$ cat src/rtl/irq_route_pkg.sv
// shared constants and source bundles for the dual-core interrupt routing block
`default_nettype none
package irq_route_pkg;
  localparam int HOST_SRC_W = 32;
  localparam int DSP_SRC_W = 14;
  localparam int HOST_SOFT_W = 4;
  localparam int DSP_SOFT_W = 2;
  // host source positions
  localparam int HOST_POS_SOFT3 = 31;
  localparam int HOST_POS_SOFT2 = 30;
  localparam int HOST_POS_SOFT1 = 29;
  localparam int HOST_POS_DSP = 28;
  localparam int HOST_POS_DISPLAY = 27;
  localparam int HOST_POS_RTC = 8;
  localparam int HOST_POS_MAILBOX0 = 7;
  localparam int HOST_POS_SOFT0 = 6;
  localparam int HOST_POS_TIMER0_CH0 = 2;
  localparam int HOST_POS_SERIAL0 = 0;
  // dsp source positions
  localparam int DSP_POS_SOFT1 = 13;
  localparam int DSP_POS_PWM0 = 11;
  localparam int DSP_POS_TIMER1 = 6;
  localparam int DSP_POS_USB = 0;
  // values after reset
  localparam logic [HOST_SRC_W-1:0] HOST_PEND_RST = 32'h0000_0000;
  localparam logic [HOST_SRC_W-1:0] HOST_PREV_RST = 32'h0000_0000;
  localparam logic [DSP_SRC_W-1:0] DSP_PREV_RST = 14'h0000;
  localparam logic [DSP_SRC_W-1:0] DSP_OUT_RST = 14'h0000;
  localparam logic IRQ_RST = 1'b0;

  // hardware requests toward the host controller, high end first
  typedef struct packed {
    logic dsp_core;
    logic display_controller;
    logic nand_ctrl;
    logic second_bus_dma;
    logic camera_input_port;
    logic gpio1_ab;
    logic converter;
    logic [3:0] pwm;
    logic usb_host_ctrl;
    logic usb_device_ctrl;
    logic audio_serial;
    logic two_wire;
    logic bus_bridge_dma;
    logic first_bus_dma;
    logic spi_master;
    logic memory_card;
    logic system_control_unit;
    logic rtc;
    logic mailbox0;
    logic gpio0_ab;
    logic [2:0] timer_group_zero;
    logic serial_port_one;
    logic serial_port_zero;
  } host_src_s;

  // hardware requests toward the signal processor
  typedef struct packed {
    logic pwm0;
    logic gpio0_cd;
    logic fast_converter;
    logic display_controller;
    logic camera_input_port;
    logic timer_group_one;
    logic timer_group_zero;
    logic mailbox1;
    logic second_bus_dma;
    logic bus_bridge_dma;
    logic first_bus_dma;
    logic usb_host_ctrl;
    logic usb_device_ctrl;
  } dsp_src_s;
endpackage
`default_nettype wire

$ cat src/rtl/dual_core_irq_route.sv
// host and signal-processor interrupt routing with trigger qualification
`default_nettype none
module dual_core_irq_route (
  input wire logic CLK_IN,
  input wire logic RST_IN,
  input wire irq_route_pkg::host_src_s HOST_SRC_IN,
  input wire logic [irq_route_pkg::HOST_SOFT_W-1:0] HOST_SOFT_IN,
  input wire logic [irq_route_pkg::HOST_SRC_W-1:0] HOST_EDGE_MODE_IN,
  input wire logic [irq_route_pkg::HOST_SRC_W-1:0] HOST_ENABLE_IN,
  input wire logic [irq_route_pkg::HOST_SRC_W-1:0] HOST_ACK_IN,
  input wire irq_route_pkg::dsp_src_s DSP_SRC_IN,
  input wire logic [irq_route_pkg::DSP_SOFT_W-1:0] DSP_SOFT_IN,
  input wire logic HOST_NMI_REQ_IN,
  output logic HOST_IRQ_OUT,
  output logic [irq_route_pkg::HOST_SRC_W-1:0] HOST_PENDING_OUT,
  output logic [irq_route_pkg::DSP_SRC_W-1:0] DSP_IRQ_OUT,
  output logic DSP_NMI_OUT
);
  logic [irq_route_pkg::HOST_SRC_W-1:0] host_raw;
  logic [irq_route_pkg::HOST_SRC_W-1:0] host_rise;
  logic [irq_route_pkg::HOST_SRC_W-1:0] host_prev_q, host_prev_d;
  logic [irq_route_pkg::HOST_SRC_W-1:0] host_edge_q, host_edge_d;
  logic [irq_route_pkg::HOST_SRC_W-1:0] host_pend;
  logic host_irq_q, host_irq_d;
  logic [irq_route_pkg::DSP_SRC_W-1:0] dsp_raw;
  logic [irq_route_pkg::DSP_SRC_W-1:0] dsp_prev_q, dsp_prev_d;
  logic [irq_route_pkg::DSP_SRC_W-1:0] dsp_out_q, dsp_out_d;
  logic nmi_q, nmi_d;
  logic rst_dly_q, rst_dly_d;

  // host vector, bit 31 at the top; software slots have no pin behind them
  assign host_raw = {HOST_SOFT_IN[3:1],
                     HOST_SRC_IN.dsp_core, HOST_SRC_IN.display_controller,
                     HOST_SRC_IN.nand_ctrl, HOST_SRC_IN.second_bus_dma,
                     HOST_SRC_IN.camera_input_port, HOST_SRC_IN.gpio1_ab,
                     HOST_SRC_IN.converter, HOST_SRC_IN.pwm,
                     HOST_SRC_IN.usb_host_ctrl, HOST_SRC_IN.usb_device_ctrl,
                     HOST_SRC_IN.audio_serial, HOST_SRC_IN.two_wire,
                     HOST_SRC_IN.bus_bridge_dma, HOST_SRC_IN.first_bus_dma,
                     HOST_SRC_IN.spi_master, HOST_SRC_IN.memory_card,
                     HOST_SRC_IN.system_control_unit, HOST_SRC_IN.rtc,
                     HOST_SRC_IN.mailbox0, HOST_SOFT_IN[0],
                     HOST_SRC_IN.gpio0_ab, HOST_SRC_IN.timer_group_zero,
                     HOST_SRC_IN.serial_port_one, HOST_SRC_IN.serial_port_zero};

  // active-high sources, so a request edge is a low-to-high step
  assign host_rise = host_raw & ~host_prev_q;

  // edge latch: a new edge beats an acknowledge in the same cycle
  always_comb begin
    host_prev_d = host_raw;
    host_edge_d = (host_edge_q & ~HOST_ACK_IN) | host_rise;
    host_pend = (host_edge_d & HOST_EDGE_MODE_IN) | (host_raw & ~HOST_EDGE_MODE_IN);
    host_irq_d = |(host_pend & HOST_ENABLE_IN);
    rst_dly_d = RST_IN; // keeps checks quiet one cycle past reset
  end

  // host state registers
  always_ff @(posedge CLK_IN) begin
    if (RST_IN) begin
      host_prev_q <= irq_route_pkg::HOST_PREV_RST;
      host_edge_q <= irq_route_pkg::HOST_PEND_RST;
      host_irq_q <= irq_route_pkg::IRQ_RST;
      HOST_PENDING_OUT <= irq_route_pkg::HOST_PEND_RST;
      rst_dly_q <= 1'b1;
    end else begin
      rst_dly_q <= rst_dly_d;
      host_prev_q <= host_prev_d;
      host_edge_q <= host_edge_d;
      host_irq_q <= host_irq_d;
      HOST_PENDING_OUT <= host_pend;
    end
  end

  assign HOST_IRQ_OUT = host_irq_q;

  // dsp vector; usb host and device share one slot through an or
  assign dsp_raw = {DSP_SOFT_IN,
                    DSP_SRC_IN.pwm0, DSP_SRC_IN.gpio0_cd, DSP_SRC_IN.fast_converter,
                    DSP_SRC_IN.display_controller, DSP_SRC_IN.camera_input_port,
                    DSP_SRC_IN.timer_group_one, DSP_SRC_IN.timer_group_zero,
                    DSP_SRC_IN.mailbox1, DSP_SRC_IN.second_bus_dma,
                    DSP_SRC_IN.bus_bridge_dma, DSP_SRC_IN.first_bus_dma,
                    DSP_SRC_IN.usb_host_ctrl | DSP_SRC_IN.usb_device_ctrl};

  // edge only: a source held high gives one pulse; one-clock highs still count
  always_comb begin
    dsp_prev_d = dsp_raw;
    dsp_out_d = dsp_raw & ~dsp_prev_q;
    nmi_d = HOST_NMI_REQ_IN;
  end

  // dsp state registers
  always_ff @(posedge CLK_IN) begin
    if (RST_IN) begin
      dsp_prev_q <= irq_route_pkg::DSP_PREV_RST;
      dsp_out_q <= irq_route_pkg::DSP_OUT_RST;
      nmi_q <= irq_route_pkg::IRQ_RST;
    end else begin
      dsp_prev_q <= dsp_prev_d;
      dsp_out_q <= dsp_out_d;
      nmi_q <= nmi_d;
    end
  end

  assign DSP_IRQ_OUT = dsp_out_q;
  assign DSP_NMI_OUT = nmi_q;
endmodule
`default_nettype wire

$ cat config.mk
export PLATFORM = sky130hd
export DESIGN_NAME = dual_core_irq_route
export DESIGN_NICKNAME = d
export VERILOG_FILES = /design/src/rtl/irq_route_pkg.sv /design/src/rtl/dual_core_irq_route.sv
export SDC_FILE = /design/constraint.sdc
export NUM_CORES = 1
export LEC_CHECK = 0
export BUFFER_PORTS_ARGS = -buffer_cell sky130_fd_sc_hd__buf_2
export CAP_MARGIN = 25
export CORE_MARGIN = 1
export CORE_UTILIZATION = 51
export CTS_CLUSTER_DIAMETER = 100
export DETAILED_ROUTE_END_ITERATION = 7
export PLACE_DENSITY = 0.85
export SYNTH_ARGS = -nofsm -noshare
export SYNTH_HDL_FRONTEND = slang
export SYNTH_SLANG_ARGS = --single-unit
$ cat constraint.sdc
create_clock -name CLK_IN -period 2.7 [get_ports CLK_IN]
set_input_delay 0.27 -clock CLK_IN [delete_from_list [all_inputs] [get_ports CLK_IN]]
set_output_delay 0.27 -clock CLK_IN [all_outputs]
set_load 0.01 [all_outputs]
==> metrics <==
status=completed; worst reg2reg path depth=5; crit path kind=reg2reg; clock network power share=between 40% and 50%; Slowest-stage cell, CP=nor4_2; Worst-Skew Late Latency=a little over 0.5 ns; I/O Buffers=approximately 190; synthesized area=4580 sq um; via count=4171; vias in the first global route=4224; hold buffers post-CTS=15; type of the worst min-delay path=in2reg; synthesis-to-layout area growth=40.1%; Placement Cell Area=between 5000 and 6000 sq um; clk_skew=slightly below 0.009 ns; Worst-path clk slew=approximately 0.060 ns; pre-CTS setup slack=1.14 ns; row count=34; Final nets=860; worst-margin pin slew=0.762 ns; Max Slew Vio Count=0; CTS Sinks=~130; Starting Density=52.5%; Top Family by Delay on Critical Path=simple AND/OR/NAND/NOR gates; final setup vio count=0; Crit path depth=5; Max Buffers Root-to-Sink=2; final period utilization=56.0%; Worst VDD drop=about 0.00048 V; Final Hold Violating Endpoints=0; Unique masters post-synth=33; Detail Route Antenna Nets=0; max incr delay on CP=between 0.4 and 0.5 ns; critical path data arrival time=1.86 ns; first drt pass iteration count=7; post-DP HPWL=approximately 8700 um; Post-Synthesis Cells=between 400 and 500; FMAX=662 MHz; core area=approximately 8700 sq um; crit path cell chain=nor2b_4 > a22oi_2 > o22ai_1 > nor4_2 > a41oi_1; Die Wd=between 90 and 100 um; Total Routing Usage GR=about 26%; RSZ-0062 raised after global routing=no; clock buffer count from CTS=17; Root Driver=clkbuf_8; Sw Pwr=1.17 mW; sequential fraction of design power=41.6%; post-CTS resize count=0; Post-CTS Setup Bufs=0; routability cong.=around 0.9; DRT iter0 DRCs=approximately 150; grt total ovfl=0; setup TNS=0 ns; Cell Int Power=roughly 3.7 mW; Static Leak=3.04 nW; worst setup margin=around 1.2 ns; synthesized area per cell=roughly 9.2 sq um; DRC viols=0; syn nets=around 640; crit end category=flip-flop; Tmin final=~1.5 ns; hold-critical path depth=2; Chip Height=about 97 um; initial antenna violation count=0; sw frac=between 20% and 30%; layout cell share with drive strength beyond 1=33.0%; critical path required time=roughly 3.1 ns; sequential share of the synthesized area=between 50% and 60%; pin count of the biggest net entering global routing=75; Die ar.=just over 9000 sq um; crit path buf inv count=0; Maximum Capacitance Violations=0; relative slew slack=49.2%; Routed WL=~12000 um; H-tree depth=4; Seq cells post-synth=between 100 and 150; combinational fraction of design power=under 10%; antenna cells=0; CTS tree=yes; element type at the critical path start=flip-flop; post-route cell area=between 6000 and 7000 sq um; drt via density=around 5.0; post-DR wirelength/cell=approximately 14 um; Boundary Pins=a little under 200; CP max FO=2; PwrDens=about 750 nW/um^2; global-route wire length before repair=19400 um; synth warn=0
-- layer usage --
layer  global-route usage (%)  share of wire (%)  vias to the layer above
met5                        0                  0                        -
met4                     11.9                2.4                        0
met3                     8.02                6.4                       30
met2                     43.5                 48                      168
met1                     30.3                 43                     1881
li1                         -                  -                     2092
-- flip-flops by register name, indices dropped and copies added, names as in the netlist --
register / count
DSP_NMI_OUT: 1
host_edge_q: 32
HOST_IRQ_OUT: 1
dsp_prev_q: 14
host_prev_q: 32
DSP_IRQ_OUT: 14
HOST_PENDING_OUT: 32
-- stage by stage --
| stage | hold slack (ns) | utilization, % | instances | power, mW |
|---|---|---|---|---|
| 2_1_floorplan | 0.349 | - | 497 | 2.27 |
| 3_3_place_gp | 0.372 | 64.8 | 788 | 2.48 |
| 3_5_place_dp | 0.377 | 64.8 | 788 | 2.50 |
| 4_1_cts | 0.000572 | 73.5 | 835 | 4.86 |
| 5_1_grt | 0.00482 | 73.5 | 835 | 5.01 |
| 6_report | 0.0116 | 73.5 | 835 | 4.83 |
-- power groups by stage --
stage	logic [mW]	registers [mW]	clock network (mW)
6_report	0.476	2.01	2.34
5_1_grt	0.525	2.02	2.47
4_1_cts	0.475	2.01	2.37
3_5_place_dp	0.455	2.05	0
3_3_place_gp	0.435	2.04	0
2_1_floorplan	0.207	2.07	0
-- cell usage after synthesis, drive strengths merged --
| master | number | area (sq um) |
|---|---|---|
| a21oi | 38 | 190 |
| a22oi | 20 | 179 |
| a2bb2oi | 6 | 58.8 |
| a31oi | 1 | 6.26 |
| a41oi | 1 | 8.76 |
| and4b | 1 | 10.0 |
| buf | 4 | 16.3 |
| clkbuf | 8 | 30.0 |
| dfxtp | 126 | 2520 |
| inv | 42 | 158 |
| nand2 | 38 | 145 |
| nand2b | 24 | 153 |
| nand3 | 29 | 145 |
| nand3b | 6 | 45.0 |
| nand4 | 4 | 25.0 |
| nand4b | 5 | 43.8 |
| nor2 | 48 | 180 |
| nor2b | 79 | 524 |
| nor3 | 1 | 5.00 |
| nor4 | 4 | 31.3 |
| o2111ai | 5 | 43.8 |
| o211ai | 1 | 7.51 |
| o221ai | 2 | 23.8 |
| o22ai | 4 | 25.0 |
-- kinds of logic (layout without fill, tap and decap cells) --
group / count (synthesis) / count (layout) / share of synthesized area, %
AND/OR/NAND/NOR: 239 / 239 / 28.6
flip-flops: 126 / 126 / 55.1
buffers and inverters: 54 / 284 / 4.46
AO/OA/AOI/OAI: 78 / 78 / 11.9
-- worst reg2reg max path, cell delays in order, from the launching register on --
cell,delay (ns)
dfxtp_1,0.30
nor2b_4,0.12
a22oi_2,0.19
o22ai_1,0.16
nor4_2,0.41
a41oi_1,0.17
-- final timing paths --
path | startpoint | end | slack (ns)
min | DSP_SRC_IN[7] | dsp_prev_q[6]$_SDFF_PP0_ | 0.01
max | host_edge_q[28]$_SDFF_PP0_ | HOST_IRQ_OUT$_SDFF_PP0_ | 1.19
min reg2reg | dsp_prev_q[13]$_SDFF_PP0_ | DSP_IRQ_OUT[13]$_SDFF_PP0_ | 0.38
max reg2reg | host_edge_q[28]$_SDFF_PP0_ | HOST_IRQ_OUT$_SDFF_PP0_ | 1.19
-- cell type report --
cell class              instances  area [sq um]
multi-input cells             317          1850
fillers                       627          2310
repair buffers                210          1130
well taps                     108           135
clock inverters                15           199
inverters                      42           158
flip-flops and latches        126          2520
clock buffers                  17           414
-- cells in the final DEF (no fill, tap or decap), drive strengths merged, types with 6 or more instances in the layout --
cell type / count
nor2b: 79
nand2b: 24
inv: 52
nand3b: 6
dlygate4sd3: 15
buf: 195
dfxtp: 126
a2bb2oi: 6
nand3: 29
nor2: 48
a21oi: 38
nand2: 38
a22oi: 20
clkbuf: 17
Note: power is estimated with default switching activity, not from simulation.
